### config.mk
export PLATFORM = sky130hd
export DESIGN_NAME = sbt_trigger_ctrl
export DESIGN_NICKNAME = d
export VERILOG_FILES = /design/src/shared/sbt_pkg.sv /design/src/logic/sbt_trigger_ctrl.sv
export VERILOG_INCLUDE_DIRS = /design/src /design/src/shared
export SDC_FILE = /design/constraint.sdc
export NUM_CORES = 1
export LEC_CHECK = 0
export BUFFER_PORTS_ARGS = -buffer_cell sky130_fd_sc_hd__buf_2
export CELL_PAD_IN_SITES_DETAIL_PLACEMENT = 0
export CELL_PAD_IN_SITES_GLOBAL_PLACEMENT = 1
export CORE_MARGIN = 2
export CORE_UTILIZATION = 45
export DETAILED_ROUTE_END_ITERATION = 16
export MAX_ROUTING_LAYER = met4
export PLACE_DENSITY = 0.81
export SYNTH_ARGS = -nofsm -noshare
export SYNTH_HDL_FRONTEND = slang
export SYNTH_SLANG_ARGS = --single-unit
### constraint.sdc
create_clock -name clk -period 3.5 [get_ports clk]
set_input_delay 0.35 -clock clk [delete_from_list [all_inputs] [get_ports clk]]
set_output_delay 0.35 -clock clk [all_outputs]
set_load 0.01 [all_outputs]
### src/shared/sbt_map.svh
// constants for the sweep and burst trigger control block
// assumes a 100 MHz clock and an APB slave with 32-bit data
// Notes on behaviour
// - source is immediate, external or bus; defaults immediate; readable back
// - immediate source with sweep or burst enabled runs continuously
// - external source, not gated: each configured pin edge while idle starts exactly one run
// - bus source: each software trigger while idle starts exactly one run
// - waiting lamp lit while armed and waiting for a bus trigger
// - combined waveform combined_waveform_a command forces the source to immediate
// - wait command stalls later commands until pending runs finish
// - run finished answers completion query with 1, or sets event bit 0
// - generic trigger starts a run whatever the source
// - common trigger starts a run only with the bus source
// - triggered runs wait a programmable delay, 0 to 85 s, default 0
// - input edge selects rising or falling pin edge; default rising
// - gate polarity selects high or low as gate true; default high
// - enabled marker output drives configured edge at each run start
// - immediate source: marker is 50% square wave of programmed period
// - selecting external source forces the marker output off
// - bus source: one marker pulse longer than 1 us per run
// - marker enable defaults off; reads 0 off, 1 on
// - external edges during a run in progress are ignored
`ifndef SBT_MAP_SVH
`define SBT_MAP_SVH

// ==========================================================
// register byte offsets
`define SBT_OFS_CTRL      8'h00
`define SBT_OFS_DELAY     8'h04
`define SBT_OFS_PERIOD    8'h08
`define SBT_OFS_CMD       8'h0C
`define SBT_OFS_STATUS    8'h10
`define SBT_OFS_OPCQ      8'h14

// ==========================================================
// control register fields
`define SBT_CTRL_SRC_LO   0
`define SBT_CTRL_SRC_HI   1
`define SBT_CTRL_INEDGE   2
`define SBT_CTRL_GATEPOL  3
`define SBT_CTRL_MKEDGE   4
`define SBT_CTRL_MKEN     5
`define SBT_CTRL_SWEEPEN  6
`define SBT_CTRL_BURSTEN  7
`define SBT_CTRL_GATED    8

// command register fields
`define SBT_CMD_TRIG      0
`define SBT_CMD_COMTRIG   1
`define SBT_CMD_COMBINED_WAVEFORM_A     2
`define SBT_CMD_OPC       3
`define SBT_CMD_WAIT      4

// status register fields
`define SBT_ST_OPC        0
`define SBT_ST_BUSWAIT    1
`define SBT_ST_PENDING    2
`define SBT_ST_WAITHOLD   3
`define SBT_ST_GATE       4

// ==========================================================
// reset values
`define SBT_RST_DELAY     27'h0000000
`define SBT_RST_PERIOD    27'h00003E8

// ==========================================================
// timing
`define SBT_CLK_NS        10
`define SBT_USEC_NS       1000
`define SBT_USEC_CYC      (`SBT_USEC_NS / `SBT_CLK_NS)
`define SBT_MARK_MIN_NS   1000
`define SBT_MARK_CYC      ((`SBT_MARK_MIN_NS / `SBT_CLK_NS) + 1)
`define SBT_DELAY_MAX_S   85
`define SBT_DELAY_MAX_US  (`SBT_DELAY_MAX_S * 1000000)

`endif

### src/shared/sbt_pkg.sv
// types for the sweep and burst trigger control block
// assumes nothing beyond the constants header
`default_nettype none
package sbt_pkg;

	// ==========================================================
	// trigger source codes
	typedef enum logic [1:0] {
		SRC_IMMEDIATE = 2'h0,
		SRC_EXTERNAL  = 2'h1,
		SRC_BUS       = 2'h2
	} sbt_src_e;

	// ==========================================================
	// run sequencer states
	typedef enum logic [3:0] {
		ST_IDLE  = 4'b0001,
		ST_DELAY = 4'b0010,
		ST_START = 4'b0100,
		ST_RUN   = 4'b1000
	} sbt_state_e;

	typedef logic [26:0] sbt_usec_t;

endpackage
`default_nettype wire

### src/logic/sbt_trigger_ctrl.sv
// trigger control for the sweep and burst engines, APB register slave
// assumes the run engine pulses runDone on clk when a run ends
`timescale 1ns/10ps
`default_nettype none
`include "sbt_map.svh"

module sbt_trigger_ctrl (
	input  wire logic        clk,
	input  wire logic        sys_rst,
	input  wire logic        psel,
	input  wire logic        penable,
	input  wire logic        pwrite,
	input  wire logic [7:0]  paddr,
	input  wire logic [31:0] pwdata,
	output logic             pready,
	output logic [31:0]      prdata,
	output logic             pslverr,
	input  wire logic        trigIn,
	output logic             markerOut,
	output logic             markerDriveN,
	output logic             runStart,
	input  wire logic        runDone,
	output logic             busWaitLamp,
	output logic             gateOpen
);
	import sbt_pkg::*;

	// ==========================================================
	// state
	sbt_src_e         srcSel_reg;
	logic             inEdgeNeg_reg;
	logic             gateInv_reg;
	logic             mkEdgeNeg_reg;
	logic             mkEnable_reg;
	logic             sweepEn_reg;
	logic             burstEn_reg;
	logic             gated_reg;
	sbt_usec_t        delay_reg;
	sbt_usec_t        period_reg;
	sbt_state_e       state_reg;
	sbt_state_e       state_next;
	sbt_usec_t        delayCnt_reg;
	sbt_usec_t        periodCnt_reg;
	logic             immRunning_reg;
	logic [7:0]       pulseCnt_reg;
	logic [6:0]       usecDiv_reg;
	logic             usecTick;
	logic             trigMeta_reg;
	logic             trigSync_reg;
	logic             trigPrev_reg;
	logic             waitHold_reg;
	logic             opcArmed_reg;
	logic             opcEvent_reg;
	logic [31:0]      prdata_reg;
	logic             markerOut_reg;
	logic             markerDriveN_reg;

	// ==========================================================
	// bus decode
	logic             setup;
	logic             stall;
	logic             accessDone;
	logic             wrDone;
	logic             hitCtrl;
	logic             hitDelay;
	logic             hitPeriod;
	logic             hitCmd;
	logic             hitStatus;
	logic             hitOpcq;
	logic             mapped;
	logic [31:0]      rdMux;
	logic [31:0]      ctrlView;
	logic [31:0]      statusView;

	// run control
	logic             enabled;
	logic             pending;
	logic             pinRise;
	logic             pinFall;
	logic             pinEdge;
	logic             extTrig;
	logic             genTrig;
	logic             comTrig;
	logic             trigAccepted;
	logic             immDue;
	logic             runFinished;
	logic             markerActive;
	logic             markerAllowed;
	logic             cmdTrig;
	logic             cmdCom;
	logic             cmdApply;
	logic             cmdOpc;
	logic             cmdWait;
	logic             opcClear;
	sbt_src_e         wrSrc;
	sbt_usec_t        wrUsec;

	// address decode and handshake
	assign hitCtrl    = (paddr == `SBT_OFS_CTRL);
	assign hitDelay   = (paddr == `SBT_OFS_DELAY);
	assign hitPeriod  = (paddr == `SBT_OFS_PERIOD);
	assign hitCmd     = (paddr == `SBT_OFS_CMD);
	assign hitStatus  = (paddr == `SBT_OFS_STATUS);
	assign hitOpcq    = (paddr == `SBT_OFS_OPCQ);
	assign mapped     = hitCtrl | hitDelay | hitPeriod | hitCmd | hitStatus | hitOpcq;
	assign setup      = psel & ~penable;
	// later accesses wait for pending runs after a wait; completion query waits too
	assign stall      = (waitHold_reg & pending) | (hitOpcq & ~pwrite & pending);
	assign pready     = psel & penable & ~stall;
	assign pslverr    = psel & penable & ~stall & ~mapped;
	assign accessDone = psel & penable & ~stall;
	assign wrDone     = accessDone & pwrite & mapped;
	assign prdata     = prdata_reg;

	// write strobes of the command register and of the status event clear
	assign cmdTrig  = wrDone & hitCmd & pwdata[`SBT_CMD_TRIG];
	assign cmdCom   = wrDone & hitCmd & pwdata[`SBT_CMD_COMTRIG];
	assign cmdApply = wrDone & hitCmd & pwdata[`SBT_CMD_COMBINED_WAVEFORM_A];
	assign cmdOpc   = wrDone & hitCmd & pwdata[`SBT_CMD_OPC];
	assign cmdWait  = wrDone & hitCmd & pwdata[`SBT_CMD_WAIT];
	assign opcClear = wrDone & hitStatus & pwdata[`SBT_ST_OPC];

	// written fields, delay clamped to its range
	assign wrSrc  = sbt_src_e'(pwdata[`SBT_CTRL_SRC_HI:`SBT_CTRL_SRC_LO]);
	assign wrUsec = (pwdata[26:0] > 27'(`SBT_DELAY_MAX_US)) ?
		27'(`SBT_DELAY_MAX_US) : pwdata[26:0];

	// read views
	assign ctrlView = {23'h000000, gated_reg, burstEn_reg, sweepEn_reg, mkEnable_reg,
		mkEdgeNeg_reg, gateInv_reg, inEdgeNeg_reg, srcSel_reg};
	assign statusView = {27'h0000000, gateOpen, waitHold_reg, pending, busWaitLamp,
		opcEvent_reg};
	assign rdMux = hitCtrl   ? ctrlView :
		hitDelay  ? {5'h00, delay_reg} :
		hitPeriod ? {5'h00, period_reg} :
		hitStatus ? statusView :
		hitOpcq   ? 32'h00000001 : 32'h00000000;

	// read data captured in the setup cycle
	always_ff @(posedge clk) begin
		if (sys_rst) begin
			prdata_reg <= 32'h00000000;
		end else if (setup) begin
			prdata_reg <= pwrite ? 32'h00000000 : rdMux;
		end
	end

	// ==========================================================
	// configuration registers
	always_ff @(posedge clk) begin
		if (sys_rst) begin
			srcSel_reg    <= SRC_IMMEDIATE;
			inEdgeNeg_reg <= 1'b0;
			gateInv_reg   <= 1'b0;
			mkEdgeNeg_reg <= 1'b0;
			mkEnable_reg  <= 1'b0;
			sweepEn_reg   <= 1'b0;
			burstEn_reg   <= 1'b0;
			gated_reg     <= 1'b0;
		end else if (cmdApply) begin
			srcSel_reg <= SRC_IMMEDIATE;
		end else if (wrDone & hitCtrl) begin
			if (wrSrc != 2'h3) begin
				srcSel_reg <= wrSrc;
			end
			inEdgeNeg_reg <= pwdata[`SBT_CTRL_INEDGE];
			gateInv_reg   <= pwdata[`SBT_CTRL_GATEPOL];
			mkEdgeNeg_reg <= pwdata[`SBT_CTRL_MKEDGE];
			mkEnable_reg  <= pwdata[`SBT_CTRL_MKEN] & (wrSrc != SRC_EXTERNAL);
			sweepEn_reg   <= pwdata[`SBT_CTRL_SWEEPEN];
			burstEn_reg   <= pwdata[`SBT_CTRL_BURSTEN];
			gated_reg     <= pwdata[`SBT_CTRL_GATED];
		end
	end

	// delay and period in microseconds
	always_ff @(posedge clk) begin
		if (sys_rst) begin
			delay_reg  <= `SBT_RST_DELAY;
			period_reg <= `SBT_RST_PERIOD;
		end else if (wrDone & hitDelay) begin
			delay_reg <= wrUsec;
		end else if (wrDone & hitPeriod) begin
			period_reg <= (pwdata[26:0] == 27'h0000000) ? 27'h0000001 : pwdata[26:0];
		end
	end

	// ==========================================================
	// microsecond enable pulse
	assign usecTick = (usecDiv_reg == 7'(`SBT_USEC_CYC - 1));

	always_ff @(posedge clk) begin
		if (sys_rst | usecTick) begin
			usecDiv_reg <= 7'h00;
		end else begin
			usecDiv_reg <= usecDiv_reg + 7'h01;
		end
	end

	// ==========================================================
	// trigger pin synchroniser and edge detect
	always_ff @(posedge clk) begin
		if (sys_rst) begin
			trigMeta_reg <= 1'b0;
			trigSync_reg <= 1'b0;
			trigPrev_reg <= 1'b0;
		end else begin
			trigMeta_reg <= trigIn;
			trigSync_reg <= trigMeta_reg;
			trigPrev_reg <= trigSync_reg;
		end
	end

	assign pinRise = trigSync_reg & ~trigPrev_reg;
	assign pinFall = ~trigSync_reg & trigPrev_reg;
	assign pinEdge = inEdgeNeg_reg ? pinFall : pinRise;
	// gate level for gated bursts, the engine reads it
	assign gateOpen = gated_reg & (srcSel_reg == SRC_EXTERNAL) &
		(trigSync_reg ^ gateInv_reg);

	// ==========================================================
	// trigger qualification
	assign enabled  = sweepEn_reg | burstEn_reg;
	assign extTrig  = (srcSel_reg == SRC_EXTERNAL) & ~gated_reg & pinEdge;
	assign genTrig  = cmdTrig;
	assign comTrig  = cmdCom & (srcSel_reg == SRC_BUS);
	// edges outside the idle state are dropped
	assign trigAccepted = enabled & (state_reg == ST_IDLE) &
		(extTrig | genTrig | comTrig);
	assign immDue = enabled & (srcSel_reg == SRC_IMMEDIATE) &
		(~immRunning_reg | (periodCnt_reg >= period_reg));
	assign pending = (state_reg != ST_IDLE);
	assign runFinished = (state_reg == ST_RUN) & runDone;
	assign busWaitLamp = enabled & (srcSel_reg == SRC_BUS) &
		(state_reg == ST_IDLE);

	// sequencer next state
	always_comb begin
		state_next = state_reg;
		case (state_reg)
			ST_IDLE: begin
				if (trigAccepted) begin
					state_next = (delay_reg == 27'h0000000) ? ST_START : ST_DELAY;
				end else if (immDue) begin
					state_next = ST_START;
				end
			end
			ST_DELAY: begin
				if (usecTick & (delayCnt_reg <= 27'h0000001)) begin
					state_next = ST_START;
				end
			end
			ST_START: begin
				state_next = ST_RUN;
			end
			ST_RUN: begin
				if (runDone) begin
					state_next = ST_IDLE;
				end
			end
			default: begin
				state_next = ST_IDLE;
			end
		endcase
	end

	// sequencer state and delay countdown
	always_ff @(posedge clk) begin
		if (sys_rst) begin
			state_reg    <= ST_IDLE;
			delayCnt_reg <= 27'h0000000;
		end else begin
			state_reg <= state_next;
			if (state_reg == ST_IDLE) begin
				delayCnt_reg <= delay_reg;
			end else if ((state_reg == ST_DELAY) & usecTick) begin
				delayCnt_reg <= delayCnt_reg - 27'h0000001;
			end
		end
	end

	// one start pulse per accepted trigger
	always_ff @(posedge clk) begin
		if (sys_rst) begin
			runStart <= 1'b0;
		end else begin
			runStart <= (state_reg == ST_START);
		end
	end

	// ==========================================================
	// immediate period timer, restarted at each run start
	always_ff @(posedge clk) begin
		if (sys_rst) begin
			periodCnt_reg  <= 27'h0000000;
			immRunning_reg <= 1'b0;
		end else if (~enabled | (srcSel_reg != SRC_IMMEDIATE)) begin
			periodCnt_reg  <= 27'h0000000;
			immRunning_reg <= 1'b0;
		end else if (state_reg == ST_START) begin
			periodCnt_reg  <= 27'h0000000;
			immRunning_reg <= 1'b1;
		end else if (usecTick & (periodCnt_reg < period_reg)) begin
			periodCnt_reg <= periodCnt_reg + 27'h0000001;
		end
	end

	// bus pulse width counter
	always_ff @(posedge clk) begin
		if (sys_rst) begin
			pulseCnt_reg <= 8'h00;
		end else if ((state_reg == ST_START) & (srcSel_reg == SRC_BUS)) begin
			pulseCnt_reg <= 8'(`SBT_MARK_CYC);
		end else if (pulseCnt_reg != 8'h00) begin
			pulseCnt_reg <= pulseCnt_reg - 8'h01;
		end
	end

	// ==========================================================
	// marker output
	assign markerAllowed = mkEnable_reg & enabled & (srcSel_reg != SRC_EXTERNAL);
	assign markerActive =
		((srcSel_reg == SRC_IMMEDIATE) & immRunning_reg &
			({periodCnt_reg, 1'b0} < {1'b0, period_reg})) |
		((srcSel_reg == SRC_BUS) & (pulseCnt_reg != 8'h00));

	always_ff @(posedge clk) begin
		if (sys_rst) begin
			markerOut_reg    <= 1'b0;
			markerDriveN_reg <= 1'b1;
		end else begin
			markerOut_reg    <= (markerAllowed & markerActive) ^ mkEdgeNeg_reg;
			markerDriveN_reg <= ~markerAllowed;
		end
	end

	assign markerOut    = markerOut_reg;
	assign markerDriveN = markerDriveN_reg;

	// ==========================================================
	// wait hold and operation complete event
	always_ff @(posedge clk) begin
		if (sys_rst) begin
			waitHold_reg    <= 1'b0;
			opcArmed_reg    <= 1'b0;
			opcEvent_reg    <= 1'b0;
		end else begin
			if (cmdWait) begin
				waitHold_reg <= 1'b1;
			end else if (~pending) begin
				waitHold_reg <= 1'b0;
			end
			if (cmdOpc & pending) begin
				opcArmed_reg <= 1'b1;
			end else if (runFinished) begin
				opcArmed_reg <= 1'b0;
			end
			// set beats clear in the same cycle
			opcEvent_reg <= (runFinished & opcArmed_reg) | (cmdOpc & ~pending) |
				(opcEvent_reg & ~opcClear);
		end
	end

endmodule // sbt_trigger_ctrl
`default_nettype wire

Word-level counts from Yosys, hierarchy flattened
Index checks and enable logic that the tools add are counted.
{ "totals": {"regBits": 178, "latch_bits": 0, "mem_bits_rw": 0, "mem_bits_ro": 0, "in_bits": 47, "out_inout_bits": 39, "word_cells": 176, "memories": 0} }
{ "classes": {"n_addsub": 4, "mul": 0, "div_mod_pow": 0, "order_cmp": 5, "eq_ne": 20, "n_shift": 0, "muxes": 23, "n_bitwise": 80, "reduce_logical": 17} }
{ "ops": {"columns": ["cell", "count"], "rows": [
  ["$mux 27", 8],
  ["$logic_not 27->1", 2],
  ["$and 1x1->1", 49],
  ["$lt 28x27->1", 1],
  ["$add 27x1->27 const B", 1],
  ["$ge 27x27->1", 1],
  ["$gt 27x27->1 const B", 1],
  ["$le 27x1->1 const B", 1],
  ["$lt 27x27->1", 1],
  ["$sub 27x1->27 const B", 1],
  ["$eq 8x4->1 const B", 2],
  ["$eq 8x5->1 const B", 2],
  ["$mux 4", 4],
  ["$pmux 4 s4", 1],
  ["$or 1x1->1", 15],
  ["$mux 7", 2],
  ["$not 1->1", 14],
  ["$eq 8x3->1 const B", 1],
  ["$logic_not 8->1", 1],
  ["$reduce_bool 2->1", 4],
  ["$reduce_bool 8->1", 1],
  ["$sub 8x1->8 const B", 1],
  ["$add 7x1->7 const B", 1],
  ["$eq 7x7->1 const B", 1],
  ["19 further kinds", 33]
]} }

Depth between registers and ports, before layout
{ "logic_depth": {"depth_word": 15, "depth_mapped": 10, "ltp_nobuf": 8} }

Worst setup path after synthesis
Ideal clock, no wire load.
{ "synth_path": {"kind": "register to register", "start": "register period_reg[26]", "end": "register periodCnt_reg[1]", "setup_time_ns": 0.072, "arrival_time_ns": 2.441, "required_ns": 3.428, "path_slack_ns": 0.988, "path_stages_with_launch": 10, "n_path_buf": 2, "synth_period_minus_slack_ns": 2.512, "path_cell_list": "dfxtp_1 inv_1 ha_1 nand4_1 or4_1 o211ai_1 buf_2 buf_2 o21ai_0 a21oi_1"} }
{ "synth_between": {"elab_chain_cells": 2} }
{ "synth_lines": {"columns": ["item", "line_no", "source"], "rows": [
  ["from (decl)", "sbt_trigger_ctrl.sv:39", "sbt_usec_t period_reg;"],
  ["from (signal assigned)", "sbt_trigger_ctrl.sv:180", "period_reg <= `SBT_RST_PERIOD;"],
  ["from (signal assigned)", "sbt_trigger_ctrl.sv:184", "period_reg <= (pwdata[26:0] == 27'h0000000) ? 27'h0000001 : pwdata[26:0];"],
  ["$lt 27x27->1", "sbt_trigger_ctrl.sv:303", "end else if (usecTick & (periodCnt_reg < period_reg)) begin"],
  ["$and 1x1->1", "sbt_trigger_ctrl.sv:303", null],
  ["to (signal assigned)", "sbt_trigger_ctrl.sv:304", "periodCnt_reg <= periodCnt_reg + 27'h0000001;"],
  ["to (decl)", "sbt_trigger_ctrl.sv:43", "sbt_usec_t periodCnt_reg;"]
]} }
No other way between the ends.
A chain may end at the register's enable or synchronous reset.

Final worst setup path
{ "layout_path": {"start": "register period_reg[8]", "end": "register periodCnt_reg[10]"} }
Same word-level chain as after synthesis.

==> impl_metrics.ini <==
[critical_path]
worstPathArrival_ns = 3.30
cp_top_family = compound AO/OA/AOI/OAI gates
path_cells = inv_1, ha_1, a211oi_1, nor2_1, a2111oi_2, o211ai_1, buf_4, or4_1, a21oi_1
r2r_slack_ns = 0.55
critPathBufInv = 2
worstSetupStartpointType = flop
cp.depth = 9
max_stage_delay_ns = 0.52
cp_slowest_cell = or4_1
path_max_fanout = 21
worstPathRequired_ns = 3.84
path_class = reg2reg
r2r_cells = 9
endpoint_kind = flop

[pwr]
clockPowerShare_pct = 43.0
p_leak_nw = 4.07
irDropWorstVdd_uv = 296
pwr-share-comb_pct = 9.9
seqPwrFrac_pct = 47.1
p_switching_w = 0.00116
p_int_w = 0.00320
sw_frac_of_total_pct = 26.6
power.density_nw_per_um2 = 415

[grt]
overflow = 0
grt_pass1_wl_um = 44100
grt_use_total_pct = 26.4
grt_pass1_vias = 7988
grt_max_degree = 45
antenna_found_initial = 0

[finish]
diodes = 0
utilization_pct = 52.0
fillers = 1970
drive_gt1_share_pct = 12.8
area_delta_synth_final_pct = 13.3
layout.cells.non_filler = 1471
fin_nets = 1294

[timing]
finalSetupTns_ns = 0
rsz0062_at_grt = no
period_share_pct = 84.4
max_slew_margin_pct = 30.1
clock_skew_ns = 0.0119
slew_violations = 0
worst_pin_slew_ns = 1.04
setup_viol = 0
period_minus_slack_ns = 2.95
max_freq_ghz = 0.339
hold_viol = 0

[placement]
portBuffers = 75
dp.cells = 1440
post-dp-hpwl_um = 20200
gp_congestion = 0.923

[logic_synthesis]
ys_async_sr_fraction_pct = 0
synth_top_area_cell = dfxtp_1
yosysTopAreaCellShare_pct = 37.3
synth_ff_type = dfxtp_1
synth_area_leaders = dfxtp_1 37%, ha_1 7.8%, a21oi_1 5.9%, nor2_1 5.1%, nand2_1 4.5%
ys_seq_elements = 173
post-synth-top-count-cell = dfxtp_1
yosysWarningCount = 0
ys_seq_area_share_pct = 37.3
synth_commonest_cells = 173 x dfxtp_1, 126 x nor2_1, 112 x nand2_1
synthCells = 1134
synth_edf_count = 0
netlist_area_um2 = 9280
synth_cell_types = 73
syn-mean-instance-area_um2 = 8.18

[cts]
htreeDepth = 4
clk_path_buf_depth = 2
cts_tree = built
clk_pin_slew_ns = 0.06
cts_buffers = 17
cts_resized = 0
clock-sinks = 173
cts_setup_buffers = 0
root_buffer = clkbuf_16
clkLatencyLatePin_ns = 0.44
postCtsHoldBufs = 0

[floorplanning]
rows = 52
start_util_pct = 45.9
die_w_um = 148
die_h_um = 148
dieArea_um2 = 21800
io_pins = 86
core_area_um2 = 20200

[detailed_routing]
wl_per_cell_um = 18.9
num_vias = 8740
routed_wl_um = 27800
drc = 0
drt_pass1_iterations = 4
routed_via_density = 5.94
first_iter_violations = 667
ant_nets = 0

[hold_path]
min_path_type = in2reg
hold_depth = 2

[run]
cap_violations = 0

[status]
run_status = completed
[worst register-to-register path: stages, from the launching register on]
cell	delay [ns]
dfxtp_1	0.34
inv_1	0.11
ha_1	0.34
a211oi_1	0.26
nor2_1	0.09
a2111oi_2	0.39
o211ai_1	0.34
buf_4	0.32
or4_1	0.53
a21oi_1	0.15
[power groups by stage]
stage               Clock, W  Sequential [W]  Combinational [W]
floorplan                  0         0.00209           0.000301
global placement           0         0.00210           0.000425
global route         0.00199         0.00206           0.000482
finish               0.00188         0.00206           0.000432
CTS                  0.00190         0.00205           0.000430
detailed placement         0         0.00210           0.000428
[cells by family after synthesis]
kind of cell	count (synthesis)	synth area share [%]
simple gates	460	25.5
compound gates	308	22.3
flops	173	37.3
buf+inv	113	4.88
fa+ha+maj	58	7.82
xor+xnor	12	1.13
mux	9	0.971
other cells	1	0.0404
[metrics by stage]
stage / setup slack [ns] / instance area (um^2) / total power, W / hold WS, ns
floorplan: 0.988 / 9300 / 0.00239 / 0.394
global placement: 0.584 / 9940 / 0.00252 / 0.429
detailed placement: 0.568 / 9940 / 0.00253 / 0.431
CTS: 0.559 / 10500 / 0.00438 / 0.126
global route: 0.349 / 10500 / 0.00453 / 0.134
finish: 0.547 / 10500 / 0.00436 / 0.133
[per-layer routing]
| layer | routed length [um] | track usage, % |
|---|---|---|
| met3 | 1600 | 4.69 |
| met2 | 11900 | 37.8 |
| met4 | 550 | 7.12 |
| met5 | 0 | - |
| met1 | 13700 | 38.2 |
[cell type report]
cell class,instances,area [um^2],area share [%]
inverter,47,176,1.68
clock buffer,20,467,4.44
timing repair buffer,98,551,5.24
sequential,173,3460,32.9
clock inverter,11,109,1.04
tap,270,338,3.21
multi-input combinational,852,5410,51.5
[final timing paths]
path / from / to
hold reg to reg: usecDiv_reg[0] / usecDiv_reg[0]
hold / removal: trigIn / trigMeta_reg
setup / recovery: period_reg[8] / periodCnt_reg[10]
setup reg to reg: period_reg[8] / periodCnt_reg[10]
[cell usage in the layout (no fill, tap or decap), drive strengths merged, types with 8 or more instances in the layout]
master and count:
a211oi 11, a22o 32, nand2 112, nand3b 8
buf 98, a22oi 25, dfxtp 173, o211ai 14
or4 29, a21oi 109, clkbuf 20, or3 19
nor4 24, nand4 19, nand3 36, o31ai 20
inv 50, o21ai 31, nand2b 10, nor2 127
a31oi 11, nor3 33, ha 58, mux2i 9
nor2b 9
Power figures use the tool's default switching activity.
